===== config.mk =====
export PLATFORM = sky130hd
export DESIGN_NAME = ulmcs_top
export DESIGN_NICKNAME = d
export VERILOG_FILES = /design/src/rtl/ulmcs_pkg.sv /design/src/rtl/ulmcs_top.sv
export SDC_FILE = /design/constraint.sdc
export NUM_CORES = 1
export LEC_CHECK = 0
export BUFFER_PORTS_ARGS = -buffer_cell sky130_fd_sc_hd__buf_2
export CAP_MARGIN = 15
export CORE_AREA = 10 10 157 159
export DETAILED_ROUTE_END_ITERATION = 12
export DIE_AREA = 0 0 167 169
export GPL_TIMING_DRIVEN = 0
export PLACE_DENSITY_LB_ADDON = 0.2
export SLEW_MARGIN = 15
export SYNTH_ARGS = -nofsm -noshare
export SYNTH_HDL_FRONTEND = slang
export SYNTH_SLANG_ARGS = --single-unit

===== constraint.sdc =====
create_clock -name mclk -period 2.3 [get_ports mclk]
set_input_delay 0.345 -clock mclk [delete_from_list [all_inputs] [get_ports mclk]]
set_output_delay 0.345 -clock mclk [all_outputs]
set_load 0.01 [all_outputs]

===== src/rtl/ulmcs_pkg.sv =====
// Constants and types of the serial channel line, modem and status block
package ulmcs_pkg;
    // Register addresses
    localparam logic [2:0] ADR_DATA = 3'h0;
    localparam logic [2:0] ADR_IER  = 3'h1;
    localparam logic [2:0] ADR_FEAT = 3'h2;
    localparam logic [2:0] ADR_LCR  = 3'h3;
    localparam logic [2:0] ADR_MCR  = 3'h4;
    localparam logic [2:0] ADR_LSR  = 3'h5;
    localparam logic [2:0] ADR_LOOP = 3'h6;
    // Line control fields
    localparam int LCR_STB   = 2;
    localparam int LCR_PEN   = 3;
    localparam int LCR_EPS   = 4;
    localparam int LCR_STICK = 5;
    localparam int LCR_BRK   = 6;
    localparam int LCR_DLAB  = 7;
    // Modem control fields
    localparam int MCR_DTR   = 0;
    localparam int MCR_RTS   = 1;
    localparam int MCR_RI    = 2;
    localparam int MCR_IRQEN = 3;
    localparam int MCR_LOOP  = 4;
    localparam int MCR_XANY  = 5;
    localparam int MCR_IR    = 6;
    localparam int MCR_PRE   = 7;
    // Interrupt enable and feature fields
    localparam int IER_RLS   = 2;
    localparam int FEAT_ARTS = 0;
    localparam int FEAT_SWFC = 1;
    // Reset values
    localparam logic [7:0]  LCR_RST  = 8'h00;
    localparam logic [7:0]  MCR_RST  = 8'h00;
    localparam logic [3:0]  IER_RST  = 4'h0;
    localparam logic [1:0]  FEAT_RST = 2'h0;
    localparam logic [7:0]  DLL_RST  = 8'h01;
    localparam logic [7:0]  DLM_RST  = 8'h00;
    // Flow control characters
    localparam logic [7:0]  XON_CHAR  = 8'h11;
    localparam logic [7:0]  XOFF_CHAR = 8'h13;
    // Oversampling counts, 16 ticks per bit, then strap load and prescaler clock counts
    localparam logic [5:0]  TX_BIT_END = 6'h0f;
    localparam logic [5:0]  TX_STOP15  = 6'h17;
    localparam logic [5:0]  TX_STOP2   = 6'h1f;
    localparam logic [3:0]  RX_MID     = 4'h7;
    localparam logic [3:0]  RX_SAMP    = 4'hf;
    localparam logic [3:0]  IR_PULSE   = 4'h3;
    localparam logic [4:0]  IR_HOLD    = 5'h10;
    localparam logic [1:0]  STRAP_LOAD = 2'h2;
    localparam logic [1:0]  PRE_LAST   = 2'h3;

    typedef enum logic [4:0] {
        TX_IDLE  = 5'b00001,
        TX_START = 5'b00010,
        TX_DATA  = 5'b00100,
        TX_PAR   = 5'b01000,
        TX_STOP  = 5'b10000
    } ulmcs_tx_t;

    typedef enum logic [5:0] {
        RX_IDLE  = 6'b000001,
        RX_START = 6'b000010,
        RX_DATA  = 6'b000100,
        RX_PAR   = 6'b001000,
        RX_STOP  = 6'b010000,
        RX_BRK   = 6'b100000
    } ulmcs_rx_t;
endpackage


===== src/rtl/ulmcs_top.sv =====
// One serial channel: line format, modem control, line status, serialiser
// Operation
// RULE1: Two low line control bits pick 5, 6, 7 or 8 data bits.
// RULE2: Stop bit set gives 1.5 stops for 5 bits, else two.
// RULE3: Parity enable adds parity on transmit and checks on receive.
// RULE4: Bit 4 picks odd parity when 0, even when 1.
// RULE5: Stick parity sends constant: 1 when bit 4 clear, 0 when set.
// RULE6: Break bit holds transmit output low until cleared.
// RULE7: Bit 7 swaps data registers for the divisor latch.
// RULE8: Modem bit 0 drives DTR output inverted.
// RULE9: Modem bit 1 drives RTS inverted unless automatic flow control.
// RULE10: In loopback bit 2 is internal RI, bit 3 inverted user output two.
// RULE11: Software leaves bit 2 alone while half duplex direction is automatic.
// RULE12: Interrupt output floats only when select pin and bit 3 low.
// RULE13: Modem bit 4 enables local loopback.
// RULE14: Resume-on-any restarts stopped transmit on any received character; an XOFF with software flow control on keeps it stopped.
// RULE15: Infrared mode codes serial lines; idle infrared output is low.
// RULE16: Prescaler bit loads from strap after reset, then writable.
// RULE17: Line status error flags raise interrupt when enabled.
// RULE18: Data ready shows a held received character.
// RULE19: Character arriving with holding full sets overrun, is dropped.
// RULE20: Parity and framing flags belong to the held character.
// RULE21: Long low input sets break, one character, held until mark.
// RULE22: Holding empty flag sets on transfer, clears on host load.
// RULE23: Reading line status clears the error flags.
module ulmcs_top
    import ulmcs_pkg::*;
#(
    parameter int DIV_W = 16
) (
    input  wire logic       mclk,
    input  wire logic       rstn,
    input  wire logic [2:0] addr,
    input  wire logic [7:0] wdata,
    input  wire logic       wr,
    input  wire logic       rd,
    output logic      [7:0] rdata,
    input  wire logic       rx_pin,
    input  wire logic       irq_drive_select,
    input  wire logic       prescale_strap_pin,
    output logic            tx_pin,
    output logic            dtr_n,
    output logic            rts_n,
    output logic            user_output_one_n,
    output logic            user_output_two_n,
    output logic            irq,
    output logic            irq_oe
);
    if (DIV_W < 8 || DIV_W > 16) begin : g_chk
        $error("DIV_W must be 8 to 16");
    end

    logic [7:0]       lcr_reg, mcr_reg, dll_reg, dlm_reg, thr_reg, tsr_reg, rhr_reg;
    logic [7:0]       rx_sr_reg, lsr_val;
    logic [3:0]       ier_reg, rx_cnt_reg, ir_ph_reg;
    logic [1:0]       feat_reg, strap_cnt_reg, pre_cnt_reg;
    logic [DIV_W-1:0] baud_cnt_reg, div_val;
    logic [5:0]       tx_cnt_reg, stop_end;
    logic [4:0]       ir_hold_reg;
    logic [2:0]       tx_bit_reg, rx_bit_reg, last_bit;
    logic             rx_meta, rx_sync, sel_meta, sel_sync, strap_meta, strap_sync;
    logic             thr_empty_reg, tx_line_reg, tx_par_reg, tx_halt_reg;
    logic             rx_full_reg, ovr_reg, pe_reg, fe_reg, bi_reg;
    logic             rx_done_reg, rx_perr_reg, rx_fe_reg, rx_bi_reg, rx_zero_reg;
    logic             dlab, data_wr, rhr_rd, lsr_rd, pre_tick, tick, tx_load, tx_bit_end;
    logic             line_out, rx_in, rx_samp, rx_keep, rx_store;
    ulmcs_tx_t        tx_st;
    ulmcs_rx_t        rx_st;

    function automatic logic [7:0] wmask(input logic [7:0] d, input logic [1:0] w);
        wmask = d & (8'hff >> (2'h3 - w));
    endfunction

    function automatic logic par_calc(input logic [7:0] d, input logic [7:0] l);
        if (l[LCR_STICK]) begin
            par_calc = !l[LCR_EPS];
        end else begin
            par_calc = (^wmask(d, l[1:0])) ^ !l[LCR_EPS];
        end
    endfunction

    ////////////////////////////////////////////////////////////////////////////
    // Pin synchronisers
    always_ff @(posedge mclk or negedge rstn) begin
        if (!rstn) begin
            rx_meta    <= 1'h1;
            rx_sync    <= 1'h1;
            sel_meta   <= 1'h0;
            sel_sync   <= 1'h0;
            strap_meta <= 1'h0;
            strap_sync <= 1'h0;
        end else begin
            rx_meta    <= rx_pin;
            rx_sync    <= rx_meta;
            sel_meta   <= irq_drive_select;
            sel_sync   <= sel_meta;
            strap_meta <= prescale_strap_pin;
            strap_sync <= strap_meta;
        end
    end

    ////////////////////////////////////////////////////////////////////////////
    // Register access decode
    assign dlab    = lcr_reg[LCR_DLAB];
    assign data_wr = wr && addr == ADR_DATA && !dlab;  // RULE7
    assign rhr_rd  = rd && addr == ADR_DATA && !dlab;  // RULE7
    assign lsr_rd  = rd && addr == ADR_LSR;

    always_ff @(posedge mclk or negedge rstn) begin
        if (!rstn) begin
            lcr_reg  <= LCR_RST;
            ier_reg  <= IER_RST;
            feat_reg <= FEAT_RST;
            dll_reg  <= DLL_RST;
            dlm_reg  <= DLM_RST;
        end else if (wr) begin
            case (addr)
                ADR_DATA: if (dlab) dll_reg <= wdata;  // RULE7
                ADR_IER: begin
                    if (dlab) dlm_reg <= wdata;
                    else ier_reg <= wdata[3:0];
                end
                ADR_FEAT: feat_reg <= wdata[1:0];
                ADR_LCR:  lcr_reg <= wdata;
                default: ;
            endcase
        end
    end

    // Prescaler bit caught from the strap once it has passed the synchroniser
    always_ff @(posedge mclk or negedge rstn) begin
        if (!rstn) begin
            strap_cnt_reg <= 2'h0;
            mcr_reg       <= MCR_RST;
        end else begin
            if (strap_cnt_reg != 2'h3) strap_cnt_reg <= strap_cnt_reg + 2'h1;
            if (wr && addr == ADR_MCR) mcr_reg <= wdata;
            if (strap_cnt_reg == STRAP_LOAD) mcr_reg[MCR_PRE] <= strap_sync;  // RULE16
        end
    end

    ////////////////////////////////////////////////////////////////////////////
    // Prescaler and 16x baud tick
    assign pre_tick = !mcr_reg[MCR_PRE] || pre_cnt_reg == PRE_LAST;  // RULE16
    assign div_val  = DIV_W'({dlm_reg, dll_reg});
    assign tick     = pre_tick && baud_cnt_reg == '0;

    always_ff @(posedge mclk or negedge rstn) begin
        if (!rstn) begin
            pre_cnt_reg  <= 2'h0;
            baud_cnt_reg <= '0;
        end else begin
            pre_cnt_reg <= pre_cnt_reg + 2'h1;
            if (pre_tick) begin
                if (baud_cnt_reg != '0) baud_cnt_reg <= baud_cnt_reg - DIV_W'(1);
                else if (div_val > DIV_W'(1)) baud_cnt_reg <= div_val - DIV_W'(1);
            end
        end
    end

    ////////////////////////////////////////////////////////////////////////////
    // Transmitter
    assign last_bit   = 3'h4 + {1'h0, lcr_reg[1:0]};  // RULE1
    assign stop_end   = !lcr_reg[LCR_STB] ? TX_BIT_END :
                        (lcr_reg[1:0] == 2'h0 ? TX_STOP15 : TX_STOP2);  // RULE2
    assign tx_bit_end = tick && tx_cnt_reg == (tx_st == TX_STOP ? stop_end : TX_BIT_END);
    assign tx_load    = tx_st == TX_IDLE && tick && !thr_empty_reg && !tx_halt_reg;
    assign line_out   = !lcr_reg[LCR_BRK] && tx_line_reg;  // RULE6

    always_ff @(posedge mclk or negedge rstn) begin
        if (!rstn) begin
            tx_cnt_reg <= 6'h00;
        end else if (tx_st == TX_IDLE || tx_bit_end) begin
            tx_cnt_reg <= 6'h00;
        end else if (tick) begin
            tx_cnt_reg <= tx_cnt_reg + 6'h01;
        end
    end

    always_ff @(posedge mclk or negedge rstn) begin
        if (!rstn) begin
            tx_st       <= TX_IDLE;
            tsr_reg     <= 8'h00;
            tx_bit_reg  <= 3'h0;
            tx_line_reg <= 1'h1;
            tx_par_reg  <= 1'h0;
        end else begin
            case (tx_st)
                TX_IDLE: if (tx_load) begin
                    tsr_reg     <= thr_reg;
                    tx_par_reg  <= par_calc(thr_reg, lcr_reg);  // RULE4 RULE5
                    tx_line_reg <= 1'h0;
                    tx_st       <= TX_START;
                end
                TX_START: if (tx_bit_end) begin
                    tx_bit_reg  <= 3'h0;
                    tx_line_reg <= tsr_reg[0];
                    tx_st       <= TX_DATA;
                end
                TX_DATA: if (tx_bit_end) begin
                    if (tx_bit_reg == last_bit) begin  // RULE1
                        tx_line_reg <= lcr_reg[LCR_PEN] ? tx_par_reg : 1'h1;  // RULE3
                        tx_st       <= lcr_reg[LCR_PEN] ? TX_PAR : TX_STOP;
                    end else begin
                        tx_bit_reg  <= tx_bit_reg + 3'h1;
                        tx_line_reg <= tsr_reg[1];
                        tsr_reg     <= tsr_reg >> 1;
                    end
                end
                TX_PAR: if (tx_bit_end) begin
                    tx_line_reg <= 1'h1;
                    tx_st       <= TX_STOP;
                end
                TX_STOP: if (tx_bit_end) tx_st <= TX_IDLE;  // RULE2
                default: tx_st <= TX_IDLE;
            endcase
        end
    end

    always_ff @(posedge mclk or negedge rstn) begin
        if (!rstn) begin
            thr_reg       <= 8'h00;
            thr_empty_reg <= 1'h1;
        end else if (data_wr) begin
            thr_reg       <= wdata;
            thr_empty_reg <= 1'h0;  // RULE22
        end else if (tx_load) begin
            thr_empty_reg <= 1'h1;  // RULE22
        end
    end

    // Software flow control stop and resume
    always_ff @(posedge mclk or negedge rstn) begin
        if (!rstn) begin
            tx_halt_reg <= 1'h0;
        end else if (rx_done_reg) begin
            if (mcr_reg[MCR_XANY]) tx_halt_reg <= 1'h0;  // RULE14
            else if (feat_reg[FEAT_SWFC] && rx_sr_reg == XON_CHAR) tx_halt_reg <= 1'h0;
            if (feat_reg[FEAT_SWFC] && rx_sr_reg == XOFF_CHAR) tx_halt_reg <= 1'h1;
        end
    end

    // Infrared pulse phase and transmit pin
    always_ff @(posedge mclk or negedge rstn) begin
        if (!rstn) begin
            ir_ph_reg <= 4'h0;
            tx_pin    <= 1'h1;
        end else begin
            if (tick) ir_ph_reg <= ir_ph_reg + 4'h1;
            if (mcr_reg[MCR_LOOP]) tx_pin <= !mcr_reg[MCR_IR];  // RULE13
            else if (mcr_reg[MCR_IR]) tx_pin <= !line_out && ir_ph_reg < IR_PULSE;  // RULE15
            else tx_pin <= line_out;  // RULE6
        end
    end

    ////////////////////////////////////////////////////////////////////////////
    // Receiver
    always_ff @(posedge mclk or negedge rstn) begin
        if (!rstn) begin
            ir_hold_reg <= 5'h00;
        end else if (rx_sync) begin
            ir_hold_reg <= IR_HOLD;  // RULE15
        end else if (tick && ir_hold_reg != 5'h00) begin
            ir_hold_reg <= ir_hold_reg - 5'h01;
        end
    end

    assign rx_in   = mcr_reg[MCR_LOOP] ? line_out :
                     (mcr_reg[MCR_IR] ? ir_hold_reg == 5'h00 : rx_sync);  // RULE13 RULE15
    assign rx_samp = tick && rx_cnt_reg == RX_SAMP;

    always_ff @(posedge mclk or negedge rstn) begin
        if (!rstn) begin
            rx_cnt_reg <= 4'h0;
        end else if (rx_st == RX_IDLE) begin
            rx_cnt_reg <= 4'h0;
        end else if (tick) begin
            rx_cnt_reg <= (rx_st == RX_START && rx_cnt_reg == RX_MID) ? 4'h0 : rx_cnt_reg + 4'h1;
        end
    end

    always_ff @(posedge mclk or negedge rstn) begin
        if (!rstn) begin
            rx_st       <= RX_IDLE;
            rx_sr_reg   <= 8'h00;
            rx_bit_reg  <= 3'h0;
            rx_zero_reg <= 1'h0;
            rx_perr_reg <= 1'h0;
            rx_fe_reg   <= 1'h0;
            rx_bi_reg   <= 1'h0;
            rx_done_reg <= 1'h0;
        end else begin
            rx_done_reg <= 1'h0;
            case (rx_st)
                RX_IDLE: if (tick && !rx_in) rx_st <= RX_START;
                RX_START: if (tick && rx_cnt_reg == RX_MID) begin
                    rx_st       <= rx_in ? RX_IDLE : RX_DATA;
                    rx_bit_reg  <= 3'h0;
                    rx_sr_reg   <= 8'h00;
                    rx_zero_reg <= 1'h1;
                    rx_perr_reg <= 1'h0;
                end
                RX_DATA: if (rx_samp) begin
                    rx_sr_reg[rx_bit_reg] <= rx_in;
                    rx_zero_reg           <= rx_zero_reg && !rx_in;
                    rx_bit_reg            <= rx_bit_reg + 3'h1;
                    if (rx_bit_reg == last_bit) begin  // RULE1
                        rx_st <= lcr_reg[LCR_PEN] ? RX_PAR : RX_STOP;
                    end
                end
                RX_PAR: if (rx_samp) begin
                    rx_perr_reg <= rx_in != par_calc(rx_sr_reg, lcr_reg);  // RULE3 RULE4 RULE5
                    rx_zero_reg <= rx_zero_reg && !rx_in;
                    rx_st       <= RX_STOP;
                end
                RX_STOP: if (rx_samp) begin
                    rx_done_reg <= 1'h1;
                    rx_fe_reg   <= !rx_in;  // RULE20
                    rx_bi_reg   <= rx_zero_reg && !rx_in;  // RULE21
                    rx_st       <= (rx_zero_reg && !rx_in) ? RX_BRK : RX_IDLE;
                end
                RX_BRK: if (rx_in) rx_st <= RX_IDLE;  // RULE21
                default: rx_st <= RX_IDLE;
            endcase
        end
    end

    ////////////////////////////////////////////////////////////////////////////
    // Holding register and line status flags; a set beats a read-clear
    assign rx_keep  = !(feat_reg[FEAT_SWFC] && (rx_sr_reg == XON_CHAR || rx_sr_reg == XOFF_CHAR));
    assign rx_store = rx_done_reg && rx_keep && (!rx_full_reg || rhr_rd);  // RULE14 RULE19

    always_ff @(posedge mclk or negedge rstn) begin
        if (!rstn) begin
            rhr_reg     <= 8'h00;
            rx_full_reg <= 1'h0;
            ovr_reg     <= 1'h0;
            pe_reg      <= 1'h0;
            fe_reg      <= 1'h0;
            bi_reg      <= 1'h0;
        end else begin
            if (rx_store) begin
                rhr_reg     <= rx_sr_reg;
                rx_full_reg <= 1'h1;  // RULE18
            end else if (rhr_rd) begin
                rx_full_reg <= 1'h0;  // RULE18
            end
            if (rx_done_reg && rx_keep && !rx_store) ovr_reg <= 1'h1;  // RULE19
            else if (lsr_rd) ovr_reg <= 1'h0;  // RULE23
            if (rx_store) begin
                pe_reg <= rx_perr_reg;  // RULE20
                fe_reg <= rx_fe_reg;  // RULE20
            end else if (lsr_rd) begin
                pe_reg <= 1'h0;  // RULE23
                fe_reg <= 1'h0;
            end
            if (rx_store && rx_bi_reg) bi_reg <= 1'h1;  // RULE21
            else if (lsr_rd && rx_st != RX_BRK) bi_reg <= 1'h0;  // RULE21 RULE23
        end
    end

    assign lsr_val = {1'h0, thr_empty_reg && tx_st == TX_IDLE, thr_empty_reg,
                      bi_reg, fe_reg, pe_reg, ovr_reg, rx_full_reg};

    always_ff @(posedge mclk or negedge rstn) begin
        if (!rstn) begin
            rdata <= 8'h00;
        end else if (!rd) begin
            rdata <= 8'h00;
        end else begin
            case (addr)
                ADR_DATA: rdata <= dlab ? dll_reg : rhr_reg;  // RULE7
                ADR_IER:  rdata <= dlab ? dlm_reg : {4'h0, ier_reg};
                ADR_FEAT: rdata <= {6'h00, feat_reg};
                ADR_LCR:  rdata <= lcr_reg;
                ADR_MCR:  rdata <= mcr_reg;
                ADR_LSR:  rdata <= lsr_val;
                ADR_LOOP: rdata <= {6'h00, !mcr_reg[MCR_IRQEN], mcr_reg[MCR_RI]};  // RULE10
                default:  rdata <= 8'h00;
            endcase
        end
    end

    ////////////////////////////////////////////////////////////////////////////
    // Modem outputs and interrupt pin
    always_ff @(posedge mclk or negedge rstn) begin
        if (!rstn) begin
            dtr_n             <= 1'h1;
            rts_n             <= 1'h1;
            user_output_one_n <= 1'h1;
            user_output_two_n <= 1'h1;
            irq               <= 1'h0;
            irq_oe            <= 1'h0;
        end else begin
            dtr_n             <= mcr_reg[MCR_LOOP] || !mcr_reg[MCR_DTR];  // RULE8 RULE13
            rts_n             <= mcr_reg[MCR_LOOP] || (feat_reg[FEAT_ARTS] ?
                                 rx_full_reg : !mcr_reg[MCR_RTS]);  // RULE9
            user_output_one_n <= mcr_reg[MCR_LOOP] || !mcr_reg[MCR_RI];
            user_output_two_n <= mcr_reg[MCR_LOOP] || !mcr_reg[MCR_IRQEN];  // RULE10
            irq               <= ier_reg[IER_RLS] && (ovr_reg || pe_reg || fe_reg || bi_reg);  // RULE17
            irq_oe            <= sel_sync || mcr_reg[MCR_IRQEN];  // RULE12
        end
    end
endmodule // ulmcs_top


==> impl_results.md <==
- DRC Markers: 0
- Initial DRT Pass Iterations: 4
- Die W: 167 um
- M3 GR Usage: 0.0285
- Run status: finished, violations left
- Final ANT Viol Nets: 0
- Met1 GRT Util: 0.211
- CP cell instances: or4b_4, or2_0, a211o_2, a41oi_4, buf_12, mux2_4
- Fin Hold WS: 0.0166 ns
- Syn Nets: 873
- Mapped Cells: 839
- Clock buffer depth: 2
- Diodes inserted: 0
- Final nets: 959
- Htree depth: 4
- Clk slew on worst S/H paths: 0.07 ns
- CTS tree: done
- Worst-skew pair later-pin latency: 0.43 ns
- Post-synthesis sequential area ratio: 0.475
- Hold Violations, Final: 0
- DP Cell Count: 1149
- IO Pins: 33
- Register bit total from synthesis: 161
- IO buf count: 29
- Antenna violations before repair: 0
- Non-Filler Instances: 1218
- Hold WC Path Type: in -> reg
- Share of layout cells above drive strength 1: 0.289
- CP Capture Type: flip-flop
- Syn Area/Cell: 10.2 um^2
- Worst Path Class, Setup: reg -> reg
- Yosys warnings: 0
- Setup TNS: -0.896 ns
- Unrepaired setup endpoints after global routing: true
- Largest net degree at the start of global routing: 101
- Iter 0 DRT Violations: 460
- Critical Path AT: 2.71 ns
- Fin crit share: 1.04
- Worst Max-Slew Pin Slew: 0.834 ns
- Via-per-instance ratio: 5.56
- Leakage: 0.00443 uW
- Layout fillers: 2001
- Worst Slack Setup Final: -0.0936 ns
- Setup Skew: 0.0106 ns
- Final Critical Period: 2.39 ns
- Root Buffer: clkbuf_16
- Max reg flops: 16
- CTS Buf Count: 17
- Area Growth Syn to Fin: 22.4%
- Sink Count: 161
- Final wirelength: 23400 um
- Core box area: 21600 um^2
- Starting Density: 0.395
- Count of cell types in the netlist: 72
- Global routing's busiest layer: met2
- IR drop worst, VDD: 0.468 mV
- FF/Latch Area: 4050 um^2
- Routability cong.: 0.863
- Avg WL per Cell: 19.2 um
- Met2 usage: 0.262
- Crit path max fanout: 8
- Top cell type's share of synthesized area: 0.438
- Failing checks: negative setup slack
- Post-synth EDFFs: 0
- Rows: 54
- Yosys top cell by area: dfrtp_1
- Vias in the first global route: 6658
- Placed cell areas: 9050 um^2
- # setup viols final: 13
- Max-slew violations: 0
- First-pass GRT wire length: 36500 um
- Footprint of the multi-input gates: 4630 um^2
- Primary FF master, synth: dfrtp_1
- Power Dens Cells: 961 nW/um^2
- Slowest cell delay on critical path: 0.54 ns
- Final Cell Area: 10400 um^2
- Max transition margin: 0.441
- Tot GR Track Use: 0.160
- Die ar.: 28200 um^2
- FMAX: 0.418 GHz
- Worst EP required: 2.61 ns
- Die height: 169 um
- Post-Syn Area: 8520 um^2
- Slowest-stage cell, CP: or4b_4
- Grt ovf: 0
- Asr flop ratio synth: 1.00
- Critical Path Source Type: flip-flop
- Maxcap violations: 0
- Vias: 6774
- DPL Wire Length: 16000 um
- Top cells by area, synth: dfrtp_1 44%, mux2_2 10%, dfstp_2 3.7%
## stage by stage
step	setup slack, ns	utilization	power, uW
after floorplan	-0.0154	-	5450
final	-0.0936	0.484	10000
after detailed placement	-0.825	0.420	6210
after global routing	-0.145	0.484	10500
after global placement	-1.72	0.418	6170
after CTS	-0.0938	0.469	9680
## worst paths after layout
| kind | slack, ns | startpoint | cells after the start | endpoint |
|---|---|---|---|---|
| min in group asynchronous | 0.45 | rstn | 2 | baud_cnt_reg[11] |
| setup / recovery | -0.09 | tx_st[3] | 6 | tsr_reg[4] |
| hold / removal | 0.02 | prescale_strap_pin | 1 | strap_meta |
| max in group asynchronous | 0.98 | rstn | 3 | tx_st[3] |
| hold reg to reg | 0.35 | strap_meta | 0 | strap_sync |
| setup reg to reg | -0.09 | tx_st[3] | 6 | tsr_reg[4] |
## repair_timing
action                                  CTS  global route
endpoints found under the hold margin    60             0
hold buffers                              3             0
pin swaps                                16            17
gates cloned                              0             1
setup buffers                            23            12
endpoints found under the setup margin   83            63
gates resized for setup                  50            71
## cell usage after synthesis (all sizes together), types with 5 or more instances
cell	n
dfrtp	149
nand2	79
mux2	78
nor2	63
o21ai	62
a21oi	36
nand3	29
clkbuf	27
nor3	26
xnor2	26
inv	25
xor2	18
ha	16
mux2i	15
nor4	15
nor2b	14
dfstp	12
nand2b	11
and2	10
a31oi	8
buf	8
o211ai	8
nand4	7
nor3b	7
or4	7
o22ai	6
o31ai	6
a32oi	5
o41ai	5
## where the power goes
group          total (uW)  internal [uW]  leakage (uW)  switching (uW)
Clock                3080           1830      0.000313            1250
Combinational        2950           1410       0.00207            1540
Sequential           3990           3350       0.00205             634
Total               10000           6600       0.00443            3420
## cell families after synthesis
logic type                 count (synthesis)  share of synthesized area
and+or+nand+nor                          295                      0.180
muxes                                     94                      0.123
buffers and inverters                     60                     0.0273
AOI/OAI and AO/OA                        169                      0.126
DFF                                      161                      0.475
xor gates and xnor gates                  44                     0.0452
adders and majority gates                 16                     0.0235
## cells in the final DEF (no fill, tap or decap), types with 6 or more instances in the layout
cell	instances
dfstp_2	12
xor2_1	18
a31oi_1	8
dfrtp_1	144
a21oi_1	36
nor2_1	60
o21ai_0	44
o21ai_1	12
mux2i_1	14
mux2_4	10
inv_1	24
buf_6	6
buf_4	32
nor4_2	6
o211ai_1	8
nand2b_1	10
clkbuf_16	17
nand2_1	76
mux2_2	68
nor2b_1	14
xnor2_1	26
clkbuf_1	22
o22ai_1	6
nor3_1	21
and2_1	8
nand3_1	25
ha_1	14
buf_2	30
nand4_1	7
## metal layers
layer,vias up,part of all wire
met2,124,0.49
met4,0,0.014
met3,22,0.039
met1,3427,0.46
met5,-,0
li1,3201,-
## worst max-delay path: cells and delay by family, from the launching register on
kind	cells	cell delay, ns
AND/OR/NAND/NOR	2	0.76
AO/OA/AOI/OAI	2	0.64
multiplexers	1	0.30
flip-flops	1	0.41
buffers and inverters	1	0.16
## layout make-up
class,count,area share
clock buffer,17,0.0408
clock inverter,15,0.0197
tap,280,0.0336
timing repair buffer,69,0.0501
buffer,33,0.0150
inverter,25,0.00900
sequential,161,0.388
multi-input combinational,618,0.443
No activity file was read; power rests on OpenSTA's default activity.
